## config.mk

```make
export PLATFORM = sky130hd
export DESIGN_NAME = flsp_status
export DESIGN_NICKNAME = d
export VERILOG_FILES = /design/src/logic/flsp_pkg.sv /design/src/logic/flsp_link_if.sv /design/src/logic/flsp_link.sv /design/src/logic/flsp_status.sv
export SDC_FILE = /design/constraint.sdc
export NUM_CORES = 1
export LEC_CHECK = 0
export BUFFER_PORTS_ARGS = -buffer_cell sky130_fd_sc_hd__buf_2
export CORE_MARGIN = 1
export CORE_UTILIZATION = 34
export CTS_CLUSTER_DIAMETER = 30
export DETAILED_ROUTE_END_ITERATION = 12
export PLACE_DENSITY_LB_ADDON = 0.12
export SKIP_CTS_REPAIR_TIMING = 1
export SLEW_MARGIN = 15
export SYNTH_ARGS = -nofsm -noshare
export SYNTH_HDL_FRONTEND = slang
export SYNTH_SLANG_ARGS = --single-unit
```

## constraint.sdc

```tcl
create_clock -name clk_sys_i -period 4.1 [get_ports clk_sys_i]
set_clock_uncertainty 0.2 [all_clocks]
set_input_delay 1.23 -clock clk_sys_i [delete_from_list [all_inputs] [get_ports clk_sys_i]]
set_output_delay 1.23 -clock clk_sys_i [all_outputs]
set_load 0.01 [all_outputs]
```

## src/logic/flsp_pkg.sv

```systemverilog
/*
 * flsp_pkg: shared constants and types for the serial flash status and
 * write-protect block: status bit positions, power-up values, opcodes,
 * array operation kinds and timing counts.
 * Assumes a 10 MHz system clock; every user of this package imports it whole.
 */
package flsp_pkg;

    // system clock
    localparam int unsigned CLK_PERIOD_NS  = 100;

    // status write busy time (no figure given, plain default)
    localparam int unsigned WRSR_TIME_NS   = 5000;
    localparam int unsigned WRSR_CYCLES    = (WRSR_TIME_NS + CLK_PERIOD_NS - 1) / CLK_PERIOD_NS;
    localparam int unsigned TMR_W          = 8;
    localparam logic [TMR_W-1:0] WRSR_LOAD = TMR_W'(WRSR_CYCLES);

    // status bit positions
    localparam int unsigned SR_STATUS_WRITE_DISABLE        = 7;
    localparam int unsigned SR_PFAIL       = 6;
    localparam int unsigned SR_EFAIL       = 5;
    localparam int unsigned SR_BP_HI       = 4;
    localparam int unsigned SR_BP_LO       = 2;
    localparam int unsigned SR_WEL         = 1;
    localparam int unsigned SR_WIP         = 0;

    // power-up values
    localparam logic        STATUS_WRITE_DISABLE_RST       = 1'b0;
    localparam logic        PFAIL_RST      = 1'b0;
    localparam logic        EFAIL_RST      = 1'b0;
    localparam logic [2:0]  BP_RST         = 3'h7;
    localparam logic        WEL_RST        = 1'b0;
    localparam logic        WIP_RST        = 1'b0;

    // protect-level codes
    localparam logic [2:0]  BP_NONE        = 3'h0;
    localparam logic [2:0]  BP_HALF        = 3'h6;
    localparam logic [2:0]  BP_ALL         = 3'h7;

    // opcodes
    localparam logic [7:0]  OPC_WRSR       = 8'h01;
    localparam logic [7:0]  OPC_PP         = 8'h02;
    localparam logic [7:0]  OPC_WRDI       = 8'h04;
    localparam logic [7:0]  OPC_RDSR       = 8'h05;
    localparam logic [7:0]  OPC_WREN       = 8'h06;
    localparam logic [7:0]  OPC_CLRF       = 8'h30;
    localparam logic [7:0]  OPC_PBE        = 8'h40;
    localparam logic [7:0]  OPC_OTP        = 8'h42;
    localparam logic [7:0]  OPC_BE         = 8'hc7;
    localparam logic [7:0]  OPC_SE         = 8'hd8;

    // frame byte counts (opcode included)
    localparam logic [2:0]  CNT_OPC_ONLY   = 3'h1;
    localparam logic [2:0]  CNT_WRSR       = 3'h2;
    localparam logic [2:0]  CNT_ADDR       = 3'h4;
    localparam logic [2:0]  CNT_ONE_DATA   = 3'h5;
    localparam logic [2:0]  CNT_MAX        = 3'h7;

    // address layout
    localparam int unsigned SECTOR_LSB     = 16;
    localparam int unsigned DEFAULT_SECTORS = 128;

    // array operation handed to the sequencer
    typedef enum logic [2:0] {
        OP_PAGE,
        OP_OTP,
        OP_SECT,
        OP_PARAM,
        OP_BULK
    } flsp_op_e;

    // what keeps the busy bit high
    typedef enum logic [1:0] {
        BZ_IDLE,
        BZ_WRSR,
        BZ_ARRAY
    } flsp_busy_e;

endpackage : flsp_pkg

```

## src/logic/flsp_link_if.sv

```systemverilog
/*
 * flsp_link_if: byte-level carrier between the serial front end and the
 * status/protect core. All signals are on clk_sys_i; pulses last one cycle.
 */
`timescale 1ns/100ps
interface flsp_link_if;
    logic       frame_start;   // chip select fell
    logic       frame_end;     // chip select rose
    logic       byte_valid;    // eighth bit of a byte taken
    logic       aligned;       // bit counter on a byte boundary
    logic [7:0] rx_byte;       // byte just taken
    logic       wp_level;      // write-protect pin, synchronised
    logic [7:0] tx_byte;       // byte to shift out next
    logic       tx_en;         // drive the data-out pin

    modport link (output frame_start, frame_end, byte_valid, aligned, rx_byte, wp_level,
                  input  tx_byte, tx_en);
    modport core (input  frame_start, frame_end, byte_valid, aligned, rx_byte, wp_level,
                  output tx_byte, tx_en);
endinterface : flsp_link_if

```

## src/logic/flsp_link.sv

```systemverilog
/*
 * flsp_link: serial front end. Synchronises clock, select, data-in and the
 * write-protect pin to clk_sys_i, finds clock edges, assembles bytes (mode 0,
 * MSB first) and shifts status bytes out on falling edges.
 * Assumes the serial clock is much slower than clk_sys_i (8 samples a period).
 */
`timescale 1ns/100ps
module flsp_link
    import flsp_pkg::*;
(
    input  wire logic   clk_sys_i,        // system clock
    input  wire logic   sys_rst_i,        // sync reset, active high
    input  wire logic   spi_sclk_i,       // serial clock pin
    input  wire logic   spi_cs_n_i,       // chip select pin, active low
    input  wire logic   spi_mosi_i,       // serial data in pin
    input  wire logic   wp_n_i,           // write-protect pin, active low
    output logic        spi_miso_o,       // serial data out
    output logic        spi_miso_oe_n_o,  // data out enable, active low
    flsp_link_if.link   lnk               // byte side
);

    typedef struct packed {
        logic       sclk_s1;
        logic       sclk_s2;
        logic       sclk_d;
        logic       cs_s1;
        logic       cs_s2;
        logic       cs_d;
        logic       mosi_s1;
        logic       mosi_s2;
        logic       wp_s1;
        logic       wp_s2;
        logic [2:0] bit_cnt;
        logic [7:0] rx_sh;
        logic [7:0] tx_sh;
        logic       start_p;
        logic       end_p;
        logic       byte_p;
    } flsp_link_s;

    flsp_link_s q;
    flsp_link_s next_q;
    logic       rise;
    logic       fall;

    // edges only from the second stage; first stages feed nothing else
    assign rise = q.sclk_s2 & ~q.sclk_d;
    assign fall = ~q.sclk_s2 & q.sclk_d;

    always_comb begin
        next_q         = q;
        next_q.sclk_s1 = spi_sclk_i;
        next_q.sclk_s2 = q.sclk_s1;
        next_q.sclk_d  = q.sclk_s2;
        next_q.cs_s1   = spi_cs_n_i;
        next_q.cs_s2   = q.cs_s1;
        next_q.cs_d    = q.cs_s2;
        next_q.mosi_s1 = spi_mosi_i;
        next_q.mosi_s2 = q.mosi_s1;
        next_q.wp_s1   = wp_n_i;
        next_q.wp_s2   = q.wp_s1;
        next_q.start_p = q.cs_d & ~q.cs_s2;
        next_q.end_p   = ~q.cs_d & q.cs_s2;
        next_q.byte_p  = 1'b0;
        if (q.cs_d & ~q.cs_s2) begin
            next_q.bit_cnt = 3'h0;
        end else if (~q.cs_s2 & rise) begin
            next_q.rx_sh   = {q.rx_sh[6:0], q.mosi_s2};
            next_q.bit_cnt = q.bit_cnt + 3'h1;
            next_q.byte_p  = (q.bit_cnt == 3'h7);
        end
        // load at a boundary so the msb is out before the host samples it
        if (~q.cs_s2 & fall) begin
            if (q.bit_cnt == 3'h0) begin
                next_q.tx_sh = lnk.tx_byte;
            end else begin
                next_q.tx_sh = {q.tx_sh[6:0], 1'b0};
            end
        end
    end

    always_ff @(posedge clk_sys_i) begin
        if (sys_rst_i) begin
            q         <= '0;
            q.sclk_s1 <= 1'b0;
            q.cs_s1   <= 1'b1;
            q.cs_s2   <= 1'b1;
            q.cs_d    <= 1'b1;
            q.wp_s1   <= 1'b1;
            q.wp_s2   <= 1'b1;
        end else begin
            q <= next_q;
        end
    end

    assign lnk.frame_start = q.start_p;
    assign lnk.frame_end   = q.end_p;
    assign lnk.byte_valid  = q.byte_p;
    assign lnk.aligned     = (q.bit_cnt == 3'h0);
    assign lnk.rx_byte     = q.rx_sh;
    assign lnk.wp_level    = q.wp_s2;
    assign spi_miso_o      = q.tx_sh[7];
    assign spi_miso_oe_n_o = ~(lnk.tx_en & ~q.cs_s2);

endmodule : flsp_link

```

## src/logic/flsp_status.sv

```systemverilog
/*
 * flsp_status: status register and main-array write protection of a serial
 * flash. Decodes the commands that touch status, checks program and erase
 * targets against the protect level, and hands allowed operations to an
 * external array sequencer, which answers with done and fail.
 * Assumes the sequencer raises op_done_i once per op_start_o and that the
 * serial link is slow against clk_sys_i.
 */
`timescale 1ns/100ps
// Function
// - write-disable set and pin low: write-disable and protect bits refuse change
// - power-up: write-disable, fail flags, latch, busy read 0; protect bits 1
// - program fail flag sets on failed or protected program
// - program fail flag untouched for botched frame or latch clear
// - program fail flag accumulates until explicitly cleared
// - erase fail flag sets on failed or protected erase
// - erase fail flag untouched for botched frame or latch clear
// - erase fail flag stays set until the clear-fail command
// - status writes leave fail flags; clear-fail works in every mode
// - protect code selects contiguous top sectors; zero protects none
// - 128 sectors: codes 1..7 protect top 2,4,8,16,32,64, all
// - 64 and 32 sector maps for codes 1..5; code 7 protects all
// - latch needed for writes; clears on completion, kept on botch
// - only write-enable sets the latch; write-disable, completion or a refused protected write clear it
// - busy bit high during program, erase or status write
// - hardware protect locks protected bits until pin high or power-up
// - otherwise software protect: write-disable and protect bits writable
// - array permission comes only from protect bits (and bottom sector for parameter erase); the pin plays no part
// - opcode 06h sets the write-enable latch
// - opcode 30h runs without the latch and leaves it alone
// - while busy only read-status is recognised
module flsp_status
    import flsp_pkg::*;
#(
    parameter int unsigned SECTORS = DEFAULT_SECTORS   // 128, 64 or 32
)(
    input  wire logic        clk_sys_i,        // system clock, 10 MHz
    input  wire logic        sys_rst_i,        // sync reset, active high
    input  wire logic        spi_sclk_i,       // serial clock pin
    input  wire logic        spi_cs_n_i,       // chip select, active low
    input  wire logic        spi_mosi_i,       // serial data in
    output logic             spi_miso_o,       // serial data out
    output logic             spi_miso_oe_n_o,  // data out enable, active low
    input  wire logic        wp_n_i,           // write-protect pin, active low
    output logic             op_start_o,       // one-cycle array start pulse
    output flsp_op_e         op_kind_o,        // kind of array operation
    output logic [23:0]      op_addr_o,        // target address
    input  wire logic        op_done_i,        // array operation finished
    input  wire logic        op_fail_i,        // with op_done_i: it failed
    output logic [7:0]       status_reg_o,     // live status value
    output logic             hw_protect_o      // hardware protect mode active
);

    typedef struct packed {
        logic        status_write_disable;
        logic        pfail;
        logic        efail;
        logic [2:0]  protect_level;
        logic        write_enable_latch;
        logic        write_in_progress;
        flsp_busy_e  busy;
        logic [TMR_W-1:0] timer;
        logic [7:0]  opcode;
        logic [2:0]  byte_cnt;
        logic [23:0] addr;
        logic [7:0]  data;
        logic        start;
        flsp_op_e    kind;
    } flsp_core_s;

    flsp_core_s  q;
    flsp_core_s  next_q;
    logic [7:0]  status_reg;
    logic        hw_lock;
    logic        addr_prot;
    logic        param_ok;

    flsp_link_if lnk ();

    flsp_link u_link (
        .clk_sys_i       (clk_sys_i),
        .sys_rst_i       (sys_rst_i),
        .spi_sclk_i      (spi_sclk_i),
        .spi_cs_n_i      (spi_cs_n_i),
        .spi_mosi_i      (spi_mosi_i),
        .wp_n_i          (wp_n_i),
        .spi_miso_o      (spi_miso_o),
        .spi_miso_oe_n_o (spi_miso_oe_n_o),
        .lnk             (lnk)
    );

    // true when the sector lies in the protected top group
    function automatic logic sector_hit(input logic [2:0] code, input logic [7:0] sec);
        int n;
        n = 0;
        if (code == BP_NONE) begin
            return 1'b0;
        end
        if (code == BP_ALL) begin
            return 1'b1;
        end
        if (SECTORS == 32) begin
            if (code == BP_HALF) begin
                return 1'b1;
            end
            n = SECTORS >> (6 - int'(code));
        end else begin
            n = SECTORS >> (7 - int'(code));
        end
        return int'(sec) >= (SECTORS - n);
    endfunction : sector_hit

    // sector field masked to the density; upper bits alias as in a real part
    assign addr_prot  = sector_hit(q.protect_level,
                                   q.addr[SECTOR_LSB +: 8] & 8'(SECTORS - 1));
    // parameter blocks sit in the bottom sector
    assign param_ok   = ((q.addr[SECTOR_LSB +: 8] & 8'(SECTORS - 1)) == 8'h00);

    // hardware protect: pin low with the write-disable bit set
    assign hw_lock    = q.status_write_disable & ~lnk.wp_level;

    assign status_reg = {q.status_write_disable, q.pfail, q.efail, q.protect_level,
                         q.write_enable_latch, q.write_in_progress};

    always_comb begin
        next_q       = q;
        next_q.start = 1'b0;

        // byte assembly within a frame
        if (lnk.frame_start) begin
            next_q.byte_cnt = 3'h0;
        end else if (lnk.byte_valid) begin
            if (q.byte_cnt == 3'h0) begin
                next_q.opcode = lnk.rx_byte;
            end else if (q.byte_cnt < CNT_ADDR) begin
                next_q.addr = {q.addr[15:0], lnk.rx_byte};
            end
            if (q.byte_cnt == 3'h1) begin
                next_q.data = lnk.rx_byte;
            end
            if (q.byte_cnt != CNT_MAX) begin
                next_q.byte_cnt = q.byte_cnt + 3'h1;
            end
        end

        // commands act at the rising select edge; botched frames do nothing
        if (lnk.frame_end && lnk.aligned && !q.write_in_progress) begin
            case (q.opcode)
                OPC_WREN: begin
                    if (q.byte_cnt == CNT_OPC_ONLY) begin
                        next_q.write_enable_latch = 1'b1;
                    end
                end
                OPC_WRDI: begin
                    if (q.byte_cnt == CNT_OPC_ONLY) begin
                        next_q.write_enable_latch = 1'b0;
                    end
                end
                OPC_CLRF: begin
                    // no latch needed and the latch is left as it is
                    if (q.byte_cnt == CNT_OPC_ONLY) begin
                        next_q.pfail = 1'b0;
                        next_q.efail = 1'b0;
                    end
                end
                OPC_WRSR: begin
                    if (q.write_enable_latch && q.byte_cnt >= CNT_WRSR) begin
                        // fail flags and latch are never written from the data byte
                        if (!hw_lock) begin
                            next_q.status_write_disable = q.data[SR_STATUS_WRITE_DISABLE];
                            next_q.protect_level        = q.data[SR_BP_HI:SR_BP_LO];
                        end
                        next_q.write_in_progress = 1'b1;
                        next_q.busy              = BZ_WRSR;
                        next_q.timer             = WRSR_LOAD;
                    end
                end
                OPC_PP: begin
                    if (q.write_enable_latch && q.byte_cnt >= CNT_ONE_DATA) begin
                        if (addr_prot) begin
                            next_q.pfail              = 1'b1;
                            next_q.write_enable_latch = 1'b0;
                        end else begin
                            next_q.start = 1'b1;
                            next_q.kind  = OP_PAGE;
                        end
                    end
                end
                OPC_OTP: begin
                    // exactly one data byte; lock and address are the sequencer's check
                    if (q.write_enable_latch && q.byte_cnt == CNT_ONE_DATA) begin
                        next_q.start = 1'b1;
                        next_q.kind  = OP_OTP;
                    end
                end
                OPC_SE, OPC_PBE: begin
                    if (q.write_enable_latch && q.byte_cnt == CNT_ADDR) begin
                        if (addr_prot || (q.opcode == OPC_PBE && !param_ok)) begin
                            next_q.efail              = 1'b1;
                            next_q.write_enable_latch = 1'b0;
                        end else begin
                            next_q.start = 1'b1;
                            next_q.kind  = (q.opcode == OPC_SE) ? OP_SECT : OP_PARAM;
                        end
                    end
                end
                OPC_BE: begin
                    if (q.write_enable_latch && q.byte_cnt == CNT_OPC_ONLY) begin
                        // any protected sector refuses the whole erase
                        if (q.protect_level != BP_NONE) begin
                            next_q.efail              = 1'b1;
                            next_q.write_enable_latch = 1'b0;
                        end else begin
                            next_q.start = 1'b1;
                            next_q.kind  = OP_BULK;
                        end
                    end
                end
                default: begin
                end
            endcase
        end

        // an accepted array operation keeps the busy bit up until done
        if (next_q.start) begin
            next_q.write_in_progress = 1'b1;
            next_q.busy              = BZ_ARRAY;
        end

        // completion; fail flags only ever or-in here
        case (q.busy)
            BZ_WRSR: begin
                if (q.timer <= TMR_W'(1)) begin
                    next_q.write_in_progress  = 1'b0;
                    next_q.write_enable_latch = 1'b0;
                    next_q.busy               = BZ_IDLE;
                end else begin
                    next_q.timer = q.timer - TMR_W'(1);
                end
            end
            BZ_ARRAY: begin
                if (op_done_i) begin
                    next_q.write_in_progress  = 1'b0;
                    next_q.write_enable_latch = 1'b0;
                    next_q.busy               = BZ_IDLE;
                    if (op_fail_i && (q.kind == OP_PAGE || q.kind == OP_OTP)) begin
                        next_q.pfail = 1'b1;
                    end
                    if (op_fail_i && (q.kind == OP_SECT || q.kind == OP_PARAM || q.kind == OP_BULK)) begin
                        next_q.efail = 1'b1;
                    end
                end
            end
            BZ_IDLE: begin
            end
            default: begin
                next_q.busy = BZ_IDLE;
            end
        endcase
    end

    // nothing is kept across power loss: reset is power-up
    always_ff @(posedge clk_sys_i) begin
        if (sys_rst_i) begin
            q                      <= '0;
            q.status_write_disable <= STATUS_WRITE_DISABLE_RST;
            q.pfail                <= PFAIL_RST;
            q.efail                <= EFAIL_RST;
            q.protect_level        <= BP_RST;
            q.write_enable_latch   <= WEL_RST;
            q.write_in_progress    <= WIP_RST;
            q.busy                 <= BZ_IDLE;
            q.kind                 <= OP_PAGE;
        end else begin
            q <= next_q;
        end
    end

    // status byte is reloaded at every byte boundary, so polling sees live busy
    assign lnk.tx_byte   = status_reg;
    assign lnk.tx_en     = (q.opcode == OPC_RDSR) && (q.byte_cnt != 3'h0);

    assign op_start_o    = q.start;
    assign op_kind_o     = q.kind;
    assign op_addr_o     = q.addr;
    assign status_reg_o  = status_reg;
    assign hw_protect_o  = hw_lock;

endmodule : flsp_status

```

# Word level (Yosys, flattened, before mapping)
# Cells that the tools add are included.
word_totals:
  mem_bits_ro: 0
  mem_bits_rw: 0
  reg_bits: 97
  word_cells: 181
  n_memories: 0
  latchBits: 0
classes:
  n_reduce_logical: 37
  shift: 1
  add_sub_neg: 5
  n_eq_ne: 29
  bitwise_logic: 19
  div: 0
  order_cmp: 5
  n_mux: 55
  n_mul: 0
op_table:
  columns: ["operator", "count"]
  rows:
  - ["$mux W32", 2]
  - ["$mux W4", 10]
  - ["$ge A7 B32 Y1", 1]
  - ["$shr A8 B32 Y32 const A", 1]
  - ["$sub A8 B32 Y32 const A", 1]
  - ["$eq A8 B3 Y1 const B", 3]
  - ["$mux W1", 24]
  - ["$mux W8", 3]
  - ["$mux W11", 2]
  - ["$mux W17", 1]
  - ["$eq A8 B7 Y1 const B", 2]
  - ["$eq A8 B8 Y1 const B", 2]
  - ["$pmux W4 S4", 1]
  - ["$eq A3 B3 Y1 const B", 5]
  - ["$ne A2 B2 Y1 const B", 7]
  - ["$logic_not A3 Y1", 4]
  - ["$mux W3", 4]
  - ["$logic_and A1 B1 Y1", 11]
  - ["$not A1 Y1", 11]
  - ["$reduce_and A9 Y1", 1]
  - ["$and A1 B1 Y1", 8]
  - ["$eq A8 B1 Y1 const B", 1]
  - ["$eq A8 B2 Y1 const B", 1]
  - ["$eq A8 B6 Y1 const B", 1]
  - ["other kinds (29)", 44]

# Depth between registers and ports, before layout
# Gate-level depths: netlist of the first run.
depth:
  word_depth: 17
  depth_mapped: 15

# Modules after synthesis
# From an unflattened synthesis of the first run, not the netlist that was laid out.
hier_totals:
  cells_unflattened: 576
  hier_area_um2: 4699.5
by_module_without_submodules:
  columns: ["module", "instances", "cells_per_inst", "area_each_um2"]
  rows:
  - ["flsp_status", 1, 440, 3457.1]
  - ["flsp_link", 1, 136, 1242.4]

# Worst setup path after synthesis of the first run
# OpenSTA, ideal clock, no wires.
synth_path:
  path_kind: "register to register"
  from: "register q, in the netlist status_reg_o[4]"
  to: "register q, in the netlist op_kind_o[2]"
  setup_slack_ps: 986
  required_ps: 3777
  arrival_time_ps: 2790
  path_stages_with_launch: 14
  cell_sequence: "dfxtp_1 -> buf_2 -> nor3_2 -> inv_1 -> ha_1 -> clkbuf_1 -> xor2_1 -> ha_1 -> and3_1 -> o21ai_0 -> a311o_1 -> a31oi_1 -> nor3_2 -> mux2_1"
synth_via:
  elab_chain_len: 11
synth_rtl:
  columns: ["element", "line", "source"]
  rows:
  - ["start, declared", "flsp_status.sv:71", "flsp_core_s q;"]
  - ["start signal, assigned", "flsp_status.sv:275", "q <= next_q;"]
  - ["$sub A3 B3 Y4", "flsp_status.sv:108", "n = SECTORS >> (7 - int'(code));"]
  - ["$shr A8 B32 Y32", "flsp_status.sv:108", null]
  - ["$mux W32", "flsp_status.sv:102", "if (SECTORS == 32) begin"]
  - ["$mux W32", "flsp_status.sv:99", "if (code == BP_ALL) begin"]
  - ["$sub A8 B32 Y32", "flsp_status.sv:110", "return int'(sec) >= (SECTORS - n);"]
  - ["$ge A7 B32 Y1", "flsp_status.sv:110", null]
  - ["$mux W1", "flsp_status.sv:102", null]
  - ["$mux W1", "flsp_status.sv:99", null]
  - ["$logic_or A1 B1 Y1", "flsp_status.sv:198", "if (addr_prot || (q.opcode == OPC_PBE && !param_ok)) begin"]
  - ["$ne A2 B2 Y1 (no line)", null, null]
  - ["$reduce_and A9 Y1 (no line) *", null, null]
# Mark *: on every way between the ends. The rest lies on a longest branch, timed or not. The select of a mux whose other input is x is not followed.
# A chain may end at the register's enable or synchronous reset.

# Worst setup path in the final report of the first run
# Ends and elaborated chain as after synthesis.

==> results of run 1 <==
==> cell usage in the layout, fill, tap and decap left out, types with 7 or more instances in the layout <==
| master | Yosys | routed |
|---|---|---|
| nand2b_1 | 7 | 7 |
| nand3_1 | 7 | 7 |
| a21oi_1 | 51 | 51 |
| nand2_1 | 96 | 96 |
| buf_2 | 5 | 46 |
| nor2b_1 | 10 | 10 |
| a311oi_1 | 9 | 9 |
| mux2i_1 | 19 | 19 |
| clkbuf_16 | 0 | 9 |
| ha_1 | 22 | 22 |
| dfxtp_1 | 93 | 93 |
| o21ai_0 | 13 | 13 |
| nor3_1 | 11 | 10 |
| nor2_1 | 56 | 56 |
| inv_1 | 24 | 24 |
==> metal layers <==
layer,share of wire,vias to the layer above
met5,0,-
met4,0.020,0
met3,0.059,15
met2,0.42,73
met1,0.50,1783
li1,-,1939
==> power by group through the flow <==
stage	registers (mW)	clock network, mW	logic [mW]
3_3_place_gp	0.931	0	0.0301
4_1_cts	0.910	0.830	0.0302
5_1_grt	0.910	0.878	0.0329
2_1_floorplan	0.930	0	0.0206
3_5_place_dp	0.931	0	0.0301
6_report	0.910	0.805	0.0298
==> flip-flops by register name (all words and copies together), names as in the netlist <==
signal,cells
u_link.next_q,6
op_start_o,1
status_reg_o,8
u_link.lnk.rx_byte,8
op_addr_o,24
q,25
u_link.lnk.byte_valid,1
op_kind_o,3
u_link.lnk.frame_end,1
u_link.spi_miso_o,1
u_link.q,13
u_link.lnk.frame_start,1
u_link.lnk.wp_level,1
==> synthesized netlist by cell type, drive strengths merged, types with 2 or more instances <==
cell type,number
buf,44
nand3,7
a31oi,7
a41o,2
nand2,96
nor4,4
nor2b,10
nand3b,3
or2,6
clkbuf,18
o211ai,3
a211oi,2
dfxtp,93
o21ai,14
nand2b,7
and3,7
and2,4
xnor2,3
ha,22
nand4,4
nor3b,8
a221oi,3
mux2i,19
nor2,57
a21oi,51
o41ai,2
a311oi,9
o31ai,3
nor3,15
or3,5
a41oi,3
inv,24
==> worst max-delay path: cells and delay by family, from the launching register on <==
family	cells	cell delay, ns
flip-flops	1	0.42
AND/OR/NAND/NOR	3	0.53
AO/OA/AOI/OAI	3	0.79
buffers and inverters	1	0.12
adder cells (fa/ha/maj)	2	0.59
multiplexers	1	0.31
XOR/XNOR	1	0.19
==> cell type report <==
cell class | instances | area (µm²) | area share
tap | 176 | 220.2 | 0.04269
sequential | 93 | 1862 | 0.3609
timing repair buffer | 51 | 267.8 | 0.05190
multi-input combinational | 394 | 2430 | 0.4710
inverter | 24 | 90.09 | 0.01746
clock buffer | 13 | 270.3 | 0.05239
clock inverter | 3 | 18.77 | 0.003638
==> final timing paths <==
| path | start | slack (ns) | cells past startpoint | endpoint |
|---|---|---|---|---|
| worst min register to register | u_link.next_q[27] | 0.21 | 1 | u_link.next_q[26] |
| worst max-delay path | status_reg_o[4] | 0.83 | 11 | op_kind_o[2] |
| worst max register to register | status_reg_o[4] | 0.83 | 11 | op_kind_o[2] |
| worst min-delay path | u_link.next_q[27] | 0.21 | 1 | u_link.next_q[26] |
==> per-stage QoR <==
stage	setup slack, ns	instance area, µm²
after floorplan	0.9864	4766
after global placement	0.9398	4870
after detailed placement	0.8368	4870
after CTS	0.8314	5159
after global routing	0.5999	5159
final	0.8312	5159
==> cells by family (layout without fill, tap and decap cells) <==
group | count (synthesis) | count (layout) | share of synthesized area
AO/OA/AOI/OAI | 111 | 111 | 0.1536
XOR/XNOR | 4 | 4 | 0.007352
adder cells (fa/ha/maj) | 22 | 22 | 0.05776
buffers and inverters | 86 | 91 | 0.1005
flip-flops | 93 | 93 | 0.3907
multiplexers | 20 | 20 | 0.04227
AND/OR/NAND/NOR | 237 | 237 | 0.2478
==> impl_metrics.py, run 1 <==
metrics = {
    "setup_path": {
        "slowest_stage": "dfxtp_1",
        "max_stage_delay_ns": 0.42,
        "crit_required_ns": 4.13,
        "crit_arrival_ns": 3.30,
        "start_kind": "register",
        "path_max_fanout": 10,
        "endpoint_kind": "register",
        "crit_type": "register to register",
        "path_cells": "nor3_2, inv_1, ha_1, xor2_1, ha_1, and3_1, o21ai_0, a311o_1, a31oi_1, nor3_2, mux2_1",
    },
    "power": {
        "p_int_mw": 1.377,
        "seqPwrFrac": 0.522,
        "p_per_area_nw_per_um2": 338.3,
        "irDropWorstVdd_uv": 192.3,
        "p_sw_frac": 0.2107,
        "p_sw_mw": 0.3677,
        "total_power_mw": 1.745,
        "pwr-share-clk": 0.461,
        "leakage_nw": 1.962,
        "combPwrFrac": 0.017,
    },
    "status": {
        "status": "completed",
    },
    "global_route": {
        "grt_use_met1": 0.2237,
        "grt_pass1_vias": 3384,
        "grt_use_total": 0.1569,
        "grt_pass1_wl_mm": 17.74,
        "grt_max_degree": 45,
        "busiest_layer": "met1",
        "grt_overflow": 0,
        "antenna_found_initial": 0,
        "met3_usage": 0.03726,
        "grt_util_met2": 0.2231,
    },
    "timing": {
        "fin_hold_ws_ns": 0.2101,
        "worst_slew_pin_slew_ns": 0.9607,
        "finalCriticalPeriod_ns": 3.269,
        "relSlewSlack": 0.3582,
        "grt_setup_unrepaired": "no",
        "setup_viol": 0,
        "min_period_over_period": 0.7973,
        "fin_setup_tns_ns": 0,
        "final-hold-violation-count": 0,
        "slew_violations": 0,
        "fmax_mhz": 305.9,
    },
    "synthesis": {
        "synth-main-ff-cell": "dfxtp_1",
        "ys_seq_area_frac": 0.3907,
        "ys_ff_latch": 93,
        "synth_area_um2": 4766,
        "ys_warn_count": 0,
        "synth_edf_count": 0,
        "yosysTopAreaCell": "dfxtp_1",
        "async_flop_share": 0,
        "synthTopCellsByArea": "dfxtp_1 (39%), nand2_1 (7.6%), buf_4 (6.0%)",
        "synth_cell_types": 62,
        "avgSynthCellArea_um2": 8.317,
        "synth.net_count": 603,
        "synth.top_cell.area_share": 0.3907,
        "syn_inst": 573,
    },
    "route": {
        "vias": 3810,
        "drc": 0,
        "routed_via_density": 5.053,
        "finalWirelength_mm": 11.09,
        "drtPass1Iterations": 5,
        "antenna_left": 0,
        "post_drt_wl_per_cell_um": 14.70,
        "first_iter_violations": 260,
    },
    "cts": {
        "clkTransAtPathRegs_ns": 0.07,
        "cts_sinks": 93,
        "clockRootBuffer": "clkbuf_16",
        "cts_tree": "built",
        "cts.path.max_buffers": 2,
        "htreeDepth": 3,
        "numCtsBuffers": 9,
        "clk-insertion-delay-late_ns": 0.34,
    },
    "die": {
        "start_util": 0.3543,
        "pin_count": 47,
        "die_x_um": 120.4,
        "coreArea_um2": 13450,
        "dieHeight_um": 120.4,
        "fp-row-count": 42,
        "die-area_um2": 14500,
    },
    "place": {
        "io_buffers": 46,
        "dpl.hpwl_mm": 8.221,
        "gp_congestion": 0.8095,
        "dp.cells": 738,
    },
    "finish": {
        "fin_cells": 754,
        "layout-drive-gt1-share": 0.1540,
        "area_delta_synth_final_pct": 8.244,
        "fillers": 1445,
        "postLayoutCoreUtil": 0.3835,
        "layout.nets": 603,
        "n_antenna_cell": 0,
    },
    "min_path": {
        "min_path_type": "register to register",
    },
    "run": {
        "cap_viol_max_count": 0,
    },
}
(Power assumes the default switching activity.)
==> run 2: changes to the inputs <==
Clock period 4.1 ns to 3.1 ns, I/O delays scaled along.
==> run 2 against run 1 <==
Combinational power is 36% higher. Cell area is 1.9% higher. First-iteration DRC count down 4.6%. Power up 31%. Register-to-register slack lost 0.62 ns. Maximum frequency is 13% higher. Sequential cell count unchanged. Non-clock buffer count rose by 11. Routed wire length shrank 1.1%. Largest cell class unchanged.
==> impl_metrics.py, run 2 (synthesis results as in run 1) <==
metrics = {
    "global_route": {
        "grt_max_degree": 79,
        "grt_use_total": 0.1587,
        "grt_pass1_wl_mm": 17.91,
        "antenna_found_initial": 0,
        "grt_overflow": 0,
        "grt_pass1_vias": 3413,
    },
    "route": {
        "routed_via_density": 4.966,
        "first_iter_violations": 248,
        "antenna_left": 0,
        "finalWirelength_mm": 10.97,
        "drc": 0,
        "vias": 3799,
        "drtPass1Iterations": 4,
        "post_drt_wl_per_cell_um": 14.34,
    },
    "timing": {
        "finalCriticalPeriod_ns": 2.890,
        "worst_slew_pin_slew_ns": 0.8684,
        "fin_setup_tns_ns": 0,
        "fmax_mhz": 346.0,
        "slew_violations": 0,
        "min_period_over_period": 0.9322,
        "setup_viol": 0,
        "relSlewSlack": 0.4210,
        "final-hold-violation-count": 0,
        "grt_setup_unrepaired": "no",
    },
    "finish": {
        "final-seq-area_um2": 1862,
        "largest_register_ffs": 25,
        "layout-drive-gt1-share": 0.1749,
        "final_common_cell": "nand2_1",
        "area_delta_synth_final_pct": 10.27,
        "top_register": "q",
        "fillers": 1443,
        "layout.nets": 614,
        "mostFrequentLayoutCells": "nand2_1 (96), dfxtp_1 (93), nor2_1 (56)",
        "n_antenna_cell": 0,
        "multi_input_area_um2": 2442,
    },
    "setup_path": {
        "r2r-start": "status_reg_o[3]",
        "path_max_fanout": 6,
        "crit_required_ns": 3.13,
        "r2r_setup_slack_ns": 0.21,
        "crit_type": "register to register",
        "crit_arrival_ns": 2.92,
        "critPathLaunch": "status_reg_o[3]",
        "start_kind": "register",
        "r2r_end": "status_reg_o[0]",
        "r2r_cells": 11,
        "endpoint_kind": "register",
    },
    "min_path": {
        "hold_end": "u_link.next_q[26]",
        "min_path_cells": 1,
        "min-delay-start": "u_link.next_q[27]",
        "min_path_type": "register to register",
    },
    "die": {
        "fp-row-count": 42,
        "die-area_um2": 14500,
        "start_util": 0.3543,
        "coreArea_um2": 13450,
        "pin_count": 47,
        "dieHeight_um": 120.4,
        "die_x_um": 120.4,
    },
    "cts": {
        "clk-insertion-delay-late_ns": 0.34,
        "cts_sinks": 93,
        "numCtsBuffers": 9,
        "clkTransAtPathRegs_ns": 0.06,
        "clockRootBuffer": "clkbuf_16",
        "cts_tree": "built",
        "htreeDepth": 3,
        "cts.path.max_buffers": 2,
    },
    "run": {
        "cap_viol_max_count": 0,
    },
    "place": {
        "io_buffers": 46,
        "dpl.hpwl_mm": 8.139,
        "gp_congestion": 0.7571,
    },
    "power": {
        "irDropWorstVdd_uv": 272.8,
        "total_power_mw": 2.286,
        "leakage_nw": 2.008,
        "p_per_area_nw_per_um2": 435.1,
    },
    "status": {
        "status": "completed",
    },
}
-- run 2: per-stage QoR --
stage | worst slack (ns) | hold slack (ns) | std cells | utilization | cell area, µm²
2_1_floorplan | 0.01058 | 0.1895 | 573 | - | 4772
3_3_place_gp | 0.1614 | 0.1954 | 749 | 0.3695 | 4971
3_5_place_dp | 0.09642 | 0.1984 | 749 | 0.3695 | 4971
4_1_cts | 0.08089 | 0.2138 | 765 | 0.3902 | 5249
5_1_grt | 0.005002 | 0.2259 | 765 | 0.3906 | 5255
6_report | 0.2102 | 0.2139 | 765 | 0.3906 | 5255
-- run 2: worst max path at each step --
| stage | end | cells after the start |
|---|---|---|
| finish | status_reg_o[0] | 11 |
| global route | op_kind_o[2] | 11 |
| CTS | op_kind_o[2] | 11 |
| detailed placement | op_kind_o[2] | 11 |
| global placement | op_kind_o[2] | 11 |
| floorplan | op_kind_o[2] | 13 |
-- run 2: critical path, cell delays in order (launching register included) --
cell and delay (ns):
dfxtp_1 0.35, nor3_2 0.19, inv_1 0.08, ha_2 0.23, xnor2_1 0.13, a22o_1 0.21
ha_1 0.29, nand3_1 0.09, a311o_1 0.40, nand2_1 0.13, nor3_1 0.08, o41a_1 0.39
-- run 2: cell type report --
cell class / count / share of cell area
Clock inverter: 5 / 0.006667
Multi-Input combinational cell: 394 / 0.4648
Clock buffer: 11 / 0.04619
Inverter: 24 / 0.01714
Sequential cell: 93 / 0.3543
Timing Repair Buffer: 62 / 0.06905
Tap cell: 176 / 0.04190
-- run 2: metal layers --
metal | global-route usage | routed length (µm) | up-vias
met4 | 0.05247 | 148 | 0
met3 | 0.03396 | 326 | 8
met1 | 0.2225 | 5542 | 1777
li1 | - | - | 1965
met5 | 0 | 0 | -
met2 | 0.2403 | 4950 | 49
-- run 2: power breakdown --
part / leakage (nW) / switching, mW / internal (mW) / total, mW
sequential: 0.751 / 0.00299 / 1.20 / 1.20
combinational: 1.12 / 0.0275 / 0.0131 / 0.0406
clock: 0.136 / 0.474 / 0.568 / 1.04
total: 2.01 / 0.505 / 1.78 / 2.29
